### src/logic/kil_cfg.svh
// Function
// RULE1: eight keypad inputs, each with its own enable, one shared mask.
// RULE2: an enabled pin also gets its pull-up switched on.
// RULE3: request latches when enabled inputs go low after all were high.
// RULE4: edge-only mode ignores a fall while another enabled input is low.
// RULE5: edge-and-level mode requests while any enabled input stays low.
// RULE6: sensitivity bit set means edge and level, clear means edge only.
// RULE7: level mode clears only after acknowledge and all inputs high.
// RULE8: a keypad vector fetch acknowledges and clears the request.
// RULE9: writing one to the acknowledge bit acknowledges like a fetch.
// RULE10: a fall after an acknowledge latches a fresh request.
// RULE11: unmasked pending request makes the CPU take vector $FFE0/$FFE1.
// RULE12: edge-only mode clears the request at once on acknowledge.
// RULE13: reset clears request and sensitivity bit even with a pin low.
// RULE14: pending flag shows the latched request regardless of mask.
// RULE15: enable forces the pin to input; pin read needs direction zero.
// RULE16: software masks, enables, acknowledges, then unmasks.
// RULE17: level mode software waits for the load before acknowledging.
// RULE18: software may drive pins high as outputs before enabling them.
// RULE19: acknowledge bit is write-only, reads zero, cleared by reset.
// RULE20: mask bit blocks the request from the CPU; reset clears it.
// RULE21: reset clears all eight enable bits.
// RULE22: in break with break-clear zero, software acknowledge does nothing.
// RULE23: each input is synchronised to the bus clock before detection.
`ifndef KIL_CFG_SVH
`define KIL_CFG_SVH
`define KIL_NUM_PINS   8
`define KIL_VEC_HI     16'hffe0
`define KIL_VEC_LO     16'hffe1
`define KIL_ENABLE_RST 8'h00
`define KIL_SYNC_RST   8'hff
`endif

### src/logic/kil_pkg.sv
package kil_pkg;
    typedef struct packed {
        logic [7:0] dir;
        logic [7:0] data;
    } kil_port_cfg_t;
    typedef struct packed {
        logic pending;
        logic irq;
    } kil_status_t;
endpackage : kil_pkg

### src/logic/kil_keypad_latch.sv
`timescale 1ns/100ps
`include "kil_cfg.svh"
module kil_keypad_latch
(
    input  wire logic                  CLK_SYS_I,
    input  wire logic                  RST_I,
    input  wire logic [7:0]            PIN_I,
    input  wire kil_pkg::kil_port_cfg_t PORT_CFG_I,
    input  wire logic                  ENABLE_WR_I,
    input  wire logic [7:0]            ENABLE_DATA_I,
    input  wire logic                  SCR_WR_I,
    input  wire logic                  SCR_LEVEL_I,
    input  wire logic                  SCR_MASK_I,
    input  wire logic                  SCR_ACK_I,
    input  wire logic                  VEC_FETCH_I,
    input  wire logic                  BREAK_I,
    input  wire logic                  BREAK_CLR_EN_I,
    output logic [7:0]                 ENABLE_O,
    output logic                       LEVEL_O,
    output logic                       MASK_O,
    output logic                       ACK_RD_O,
    output kil_pkg::kil_status_t       STATUS_O,
    output logic [15:0]                VEC_ADDR_O,
    output logic [7:0]                 PULLUP_O,
    output logic [7:0]                 PIN_OE_O,
    output logic [7:0]                 PIN_OUT_O,
    output logic [7:0]                 PORT_RD_O
);
    import kil_pkg::*;

    logic [7:0] enable_ff;
    logic       level_ff;
    logic       mask_ff;
    logic [7:0] sync1_ff;
    logic [7:0] sync2_ff;
    logic       any_low_prev_ff;
    logic       latch_ff;
    logic       any_low;
    logic       fall;
    logic       ack;
    logic       nxt_latch;
    logic       pending;

    ////////////////////////////////////////////////////////////////////////
    // any enabled input seen low
    function automatic logic enabled_low(input logic [7:0] en, input logic [7:0] lvl);
        enabled_low = |(en & ~lvl);
    endfunction : enabled_low

    ////////////////////////////////////////////////////////////////////////
    // control bits
    always_ff @(posedge CLK_SYS_I)
    begin
        if (RST_I)
            enable_ff <= `KIL_ENABLE_RST;                   // [RULE21]
        else if (ENABLE_WR_I)
            enable_ff <= ENABLE_DATA_I;                     // [RULE1]
    end

    always_ff @(posedge CLK_SYS_I)
    begin
        if (RST_I)
        begin
            level_ff <= 1'b0;                               // [RULE13]
            mask_ff  <= 1'b0;                               // [RULE20]
        end
        else if (SCR_WR_I)
        begin
            level_ff <= SCR_LEVEL_I;                        // [RULE6]
            mask_ff  <= SCR_MASK_I;
        end
    end

    ////////////////////////////////////////////////////////////////////////
    // input synchroniser
    always_ff @(posedge CLK_SYS_I)
    begin
        if (RST_I)
        begin
            sync1_ff <= `KIL_SYNC_RST;
            sync2_ff <= `KIL_SYNC_RST;
        end
        else
        begin
            sync1_ff <= PIN_I;                              // [RULE23]
            sync2_ff <= sync1_ff;
        end
    end

    // combined low of enabled inputs is one event
    assign any_low = enabled_low(enable_ff, sync2_ff);     // [RULE3]
    assign fall    = any_low && !any_low_prev_ff;          // [RULE4]
    assign ack     = VEC_FETCH_I                           // [RULE8]
                     || (SCR_WR_I && SCR_ACK_I
                         && !(BREAK_I && !BREAK_CLR_EN_I)); // [RULE9] [RULE22]

    always_ff @(posedge CLK_SYS_I)
    begin
        if (RST_I)
            any_low_prev_ff <= 1'b0;
        else
            any_low_prev_ff <= any_low;
    end

    ////////////////////////////////////////////////////////////////////////
    // request latch; a new fall wins over an acknowledge
    always_comb
    begin
        nxt_latch = latch_ff;
        if (ack)
            nxt_latch = 1'b0;                               // [RULE12]
        if (fall)
            nxt_latch = 1'b1;                               // [RULE10]
    end

    always_ff @(posedge CLK_SYS_I)
    begin
        if (RST_I)
            latch_ff <= 1'b0;                               // [RULE13]
        else
            latch_ff <= nxt_latch;
    end

    // level mode keeps the request while any enabled input is low
    assign pending = latch_ff || (level_ff && any_low);    // [RULE5] [RULE7]

    ////////////////////////////////////////////////////////////////////////
    // outputs
    assign ENABLE_O         = enable_ff;
    assign LEVEL_O          = level_ff;
    assign MASK_O           = mask_ff;
    assign ACK_RD_O         = 1'b0;                         // [RULE19]
    assign STATUS_O.pending = pending;                      // [RULE14]
    assign STATUS_O.irq     = pending && !mask_ff;          // [RULE20]
    assign VEC_ADDR_O       = `KIL_VEC_HI;                  // [RULE11]
    assign PULLUP_O         = enable_ff;                    // [RULE2]
    assign PIN_OE_O         = PORT_CFG_I.dir & ~enable_ff;  // [RULE15]
    assign PIN_OUT_O        = PORT_CFG_I.data;

    genvar g;
    generate
        for (g = 0; g < `KIL_NUM_PINS; g = g + 1)
        begin : g_rd
            assign PORT_RD_O[g] = PORT_CFG_I.dir[g] ? PORT_CFG_I.data[g]
                                                    : sync2_ff[g]; // [RULE15]
        end
    endgenerate

    ////////////////////////////////////////////////////////////////////////
    // checks
    a_reset_clears: assert property (@(posedge CLK_SYS_I) // [RULE13]
        RST_I |=> !latch_ff && !level_ff && !mask_ff && enable_ff == 8'h00)
        else $error("reset left state set");
    a_fall_latches: assert property (@(posedge CLK_SYS_I) disable iff (RST_I) // [RULE3]
        fall |=> STATUS_O.pending)
        else $error("fall did not latch");
    a_edge_ack_clr: assert property (@(posedge CLK_SYS_I) disable iff (RST_I) // [RULE12]
        (ack && !fall && !level_ff && !SCR_WR_I) |=> !STATUS_O.pending)
        else $error("ack did not clear");
    a_level_holds: assert property (@(posedge CLK_SYS_I) disable iff (RST_I) // [RULE5]
        (level_ff && any_low) |-> STATUS_O.pending)
        else $error("level request dropped");
    a_no_refall: assert property (@(posedge CLK_SYS_I) disable iff (RST_I) // [RULE4]
        (any_low_prev_ff && !latch_ff && !level_ff) |=> !latch_ff)
        else $error("second fall latched");
    a_mask_gates: assert property (@(posedge CLK_SYS_I) disable iff (RST_I) // [RULE20]
        mask_ff |-> !STATUS_O.irq)
        else $error("masked request passed");
    a_break_ack: assert property (@(posedge CLK_SYS_I) disable iff (RST_I) // [RULE22]
        (latch_ff && BREAK_I && !BREAK_CLR_EN_I && !VEC_FETCH_I) |=> latch_ff)
        else $error("break ack cleared");
    a_pullup_en: assert property (@(posedge CLK_SYS_I) disable iff (RST_I) // [RULE2]
        (PULLUP_O == enable_ff) && ((PIN_OE_O & enable_ff) == 8'h00))
        else $error("pullup or direction wrong");
    a_sync_delay: assert property (@(posedge CLK_SYS_I) disable iff (RST_I) // [RULE23]
        $fell(PIN_I[0]) && enable_ff[0] && !RST_I ##1 enable_ff[0] |=> sync2_ff[0] == 1'b0)
        else $error("sync depth wrong");

    ////////////////////////////////////////////////////////////////////////
    // register loads, clearing and outputs
    a_enable_load: assert property (@(posedge CLK_SYS_I) disable iff (RST_I) // [RULE1]
        ENABLE_WR_I |=> enable_ff == $past(ENABLE_DATA_I))
        else $error("enable write lost");
    a_scr_load: assert property (@(posedge CLK_SYS_I) disable iff (RST_I) // [RULE6]
        SCR_WR_I |=> (level_ff == $past(SCR_LEVEL_I)) && (mask_ff == $past(SCR_MASK_I)))
        else $error("control write lost");
    a_soft_ack: assert property (@(posedge CLK_SYS_I) disable iff (RST_I) // [RULE9]
        (SCR_WR_I && SCR_ACK_I && !(BREAK_I && !BREAK_CLR_EN_I) && !fall && !SCR_LEVEL_I)
        |=> !STATUS_O.pending)
        else $error("software ack did not clear");
    a_fetch_clear: assert property (@(posedge CLK_SYS_I) disable iff (RST_I) // [RULE8]
        (VEC_FETCH_I && !fall) |=> !latch_ff)
        else $error("vector fetch did not clear");
    a_latch_holds: assert property (@(posedge CLK_SYS_I) disable iff (RST_I) // [RULE7]
        (latch_ff && !ack) |=> latch_ff)
        else $error("request dropped without ack");
    a_level_clear: assert property (@(posedge CLK_SYS_I) disable iff (RST_I) // [RULE7]
        (level_ff && !latch_ff && !enabled_low(enable_ff, sync2_ff)) |-> !STATUS_O.pending)
        else $error("level request stuck");
    a_pend_masked: assert property (@(posedge CLK_SYS_I) disable iff (RST_I) // [RULE14]
        (latch_ff && mask_ff) |-> STATUS_O.pending)
        else $error("pending hidden by mask");
    a_pend_unmask: assert property (@(posedge CLK_SYS_I) disable iff (RST_I) // [RULE11]
        (STATUS_O.pending && !mask_ff) |-> STATUS_O.irq)
        else $error("unmasked request not raised");
    a_irq_pend: assert property (@(posedge CLK_SYS_I) disable iff (RST_I) // [RULE20]
        STATUS_O.irq |-> STATUS_O.pending)
        else $error("request without pending");
    a_ack_zero: assert property (@(posedge CLK_SYS_I) disable iff (RST_I) // [RULE19]
        ACK_RD_O == 1'b0)
        else $error("ack bit read back set");
    a_vec_fixed: assert property (@(posedge CLK_SYS_I) disable iff (RST_I) // [RULE11]
        VEC_ADDR_O == `KIL_VEC_HI)
        else $error("vector address wrong");
    a_port_read: assert property (@(posedge CLK_SYS_I) disable iff (RST_I) // [RULE15]
        PORT_RD_O == ((PORT_CFG_I.dir & PORT_CFG_I.data) | (~PORT_CFG_I.dir & sync2_ff)))
        else $error("port read path wrong");
    a_pin_out: assert property (@(posedge CLK_SYS_I) disable iff (RST_I) // [RULE15]
        PIN_OUT_O == PORT_CFG_I.data)
        else $error("pin output data wrong");

    c_edge_req: cover property (@(posedge CLK_SYS_I) fall && !level_ff);
    c_level_req: cover property (@(posedge CLK_SYS_I) level_ff && any_low && !latch_ff);
    c_ack_clr: cover property (@(posedge CLK_SYS_I) latch_ff && ack);
    c_irq_out: cover property (@(posedge CLK_SYS_I) STATUS_O.irq);
    c_break_hold: cover property (@(posedge CLK_SYS_I) latch_ff && BREAK_I && SCR_WR_I && SCR_ACK_I);
endmodule : kil_keypad_latch

### config.mk
export PLATFORM = sky130hd
export DESIGN_NAME = kil_keypad_latch
export DESIGN_NICKNAME = d
export VERILOG_FILES = /design/src/logic/kil_pkg.sv /design/src/logic/kil_keypad_latch.sv
export VERILOG_INCLUDE_DIRS = /design/src /design/src/logic
export SDC_FILE = /design/constraint.sdc
export NUM_CORES = 1
export LEC_CHECK = 0
export BUFFER_PORTS_ARGS = -buffer_cell sky130_fd_sc_hd__clkbuf_2
export CAP_MARGIN = 25
export CORE_UTILIZATION = 40
export CTS_CLUSTER_DIAMETER = 80
export DETAILED_ROUTE_END_ITERATION = 7
export HOLD_SLACK_MARGIN = 0.12
export PLACE_DENSITY = 0.79
export SYNTH_ARGS = -nofsm -noshare
export SYNTH_HDL_FRONTEND = slang
export SYNTH_SLANG_ARGS = --single-unit
### constraint.sdc
create_clock -name CLK_SYS_I -period 1.71 [get_ports CLK_SYS_I]
set_clock_uncertainty 0.1 [all_clocks]
set_input_delay 0.342 -clock CLK_SYS_I [delete_from_list [all_inputs] [get_ports CLK_SYS_I]]
set_output_delay 0.342 -clock CLK_SYS_I [all_outputs]
set_load 0.01 [all_outputs]
==> flow_summary.toml <==
[pwr]
switchingPower_w = 0.000328
p_seq_share_pct = 56.9
design_power_total_w = 0.00125
clkPwrFrac_pct = 19.8
p_int_w = 0.000919
powerDensity_nw_per_um2 = 687
switching_share_pct = 26.3
ir_drop_mv = 0.229
p_leak_nw = 0.926
pwr-share-comb_pct = 23.3

[timing]
hold-worst-slack_ns = 0.163
finalSetupViolations = 2
maxClockFrequency_mhz = 561
hold_viol = 0
fin_setup_tns_ns = -0.135
period_share_pct = 104
rsz0062_at_grt = "true"
fin_crit_ns = 1.78
drv_slew = 0
worst_slack_ns = -0.0725

[clock_tree]
cts_buffer_depth = 2
root_buffer = "clkbuf_4"
clock_sink_count = 28
numCtsBuffers = 3
clock_latency_ns = 0.30
htree_levels = 1
cts_tree = "built"
clk_pin_slew_ns = 0.13

[die]
chipHeight_um = 60.6
ios = 103
die_area_um2 = 3670
rows = 20
die_x_um = 60.6
start_util_pct = 43.5
coreArea_um2 = 3150

[place]
pre_cts_ws_ns = 0.118
gp_congestion = 0.752
portBuffers = 85
dpl.hpwl_um = 2070

[setup_path]
max_stage_delay_ns = 0.35
critPathMaxFanout = 3
slowest_stage = "dfxtp_2"
cp-end-kind = "output pin"
arrival_ns = 1.34
crit_buf_inv = 2
cp-start-kind = "register"
critical_path_class = "reg -> out"
crit_family = "flip-flops"
crit_required_ns = 1.27
crit_chain = "inv_2, o22ai_4, nor4_4, o22ai_1, clkbuf_2"
r2r_setup_slack_ns = 0.51

[cells_and_area]
drive_above_1_share_pct = 50.9
register_area_um2 = 573
diodes = 0
syn_to_final_growth_pct = 32.4
fill_cells = 298
post-route-util_pct = 57.6
multi_input_area_um2 = 566
finalNetCount = 268
mostFrequentLayoutCells = "85 x clkbuf_2, 18 x dfxtp_1, 17 x conb_1"
final_common_cell = "clkbuf_2"

[run_status]
status = "finished, violations left"
violations = "negative setup slack"

[min_path]
hold_path.class = "in -> reg"

[yosys]
synth.distinct_cells = 21
yosys_register_bits = 28
async_flop_share_pct = 0
syn_area_per_cell_um2 = 9.52
synth_warnings = 0
netlist_area_um2 = 1370
synthFlopType = "dfxtp_1"
synth_edf_count = 0
synth_cells = 144
synth.yosys.seq_area_share_pct = 40.9

[detailed_routing]
firstDrtPassIters = 3
drt_iter0_markers = 15
ant_nets = 0
wl_per_cell_um = 9.51
drt_wl_total_um = 2550
drc = 0
vias = 1107
via_per_inst = 4.13

[global_routing]
grt_pass1_vias = 891
antenna_found_initial = 0
grt_max_degree = 22
grt_pass1_wl_um = 3650
grt-ovfl-total = 0
track_usage_pct = 13.5

[run]
drv_cap = 0
-- layer usage --
metal	wire length [um]	global-route usage [%]	share of wire [%]	vias up
met5	0	0	0	-
met4	27	7.47	1.1	0
met3	152	2.13	6.0	2
met2	1310	24.2	51	50
met1	1060	15.3	42	491
li1	-	-	-	564
-- synthesized netlist by cell type, types with 2 or more instances --
master,number,area share (%)
buf_2,3,1.1
buf_4,34,19
conb_1,2,0.55
dfxtp_1,28,41
inv_1,10,2.7
mux2_1,8,6.6
mux2i_1,10,7.3
nor2_1,11,3.0
nor2b_1,8,3.6
o22ai_1,2,0.91
o22ai_2,3,2.7
or2_1,16,7.3
-- state kept, by name, summed over array words and instances (netlist names) --
| signal | flops |
|---|---|
| any_low_prev_ff | 1 |
| latch_ff | 1 |
| LEVEL_O | 1 |
| ENABLE_O | 8 |
| MASK_O | 1 |
| sync1_ff | 8 |
| sync2_ff | 8 |
-- path summary, 6_finish.rpt --
kind	from	endpoint	cells after the start
setup reg to reg	ENABLE_O[6]	latch_ff	5
setup / recovery	ENABLE_O[6]	STATUS_O[0]	5
hold / removal	ENABLE_DATA_I[4]	ENABLE_O[4]	3
hold reg to reg	sync1_ff[1]	sync2_ff[1]	1
-- cell type report --
type | instances | area share, %
repair buffers | 100 | 30.7
inverters | 11 | 2.27
flip-flops and latches | 28 | 31.6
clock buffers | 3 | 1.24
multi-input cells | 82 | 31.2
well taps | 44 | 3.03
-- cell families (layout without fill, tap and decap cells) --
group | after synthesis | in the layout | share of synthesized area [%]
other | 2 | 17 | 0.548
AND/OR/NAND/NOR | 39 | 39 | 16.8
buffers and inverters | 49 | 114 | 23.0
flip-flops | 28 | 28 | 40.9
multiplexers | 18 | 18 | 13.9
AO/OA/AOI/OAI | 8 | 8 | 4.93
-- timing repair --
| action | in CTS | in global routing |
|---|---|---|
| endpoints found under the hold margin | 8 | 0 |
| resized for setup | 14 | 1 |
| hold buffers | 8 | 0 |
| pin swaps | 5 | 0 |
| setup endpoints to repair | 2 | 2 |
| buffers inserted | 4 | 0 |
-- per-stage QoR --
stage          cell area [um2]  std cells
3_5_place_dp              1660        253
3_3_place_gp              1660        253
4_1_cts                   1810        268
5_1_grt                   1820        268
2_1_floorplan             1430        159
6_report                  1820        268
-- power groups by stage --
stage	clock, W	sequential, W	combinational, W
3_3_place_gp	0	0.000722	0.000262
5_1_grt	0.000296	0.000715	0.000323
2_1_floorplan	0	0.000727	0.000190
3_5_place_dp	0	0.000723	0.000264
6_report	0.000246	0.000709	0.000291
4_1_cts	0.000263	0.000709	0.000294
-- worst register-to-register path, stage by stage (launching register included) --
cell and delay, ns:
dfxtp_2 0.35, inv_2 0.06, o22ai_4 0.07, nor4_4 0.32, buf_4 0.17, o31ai_1 0.05
No activity file was read; power rests on OpenSTA's default activity.
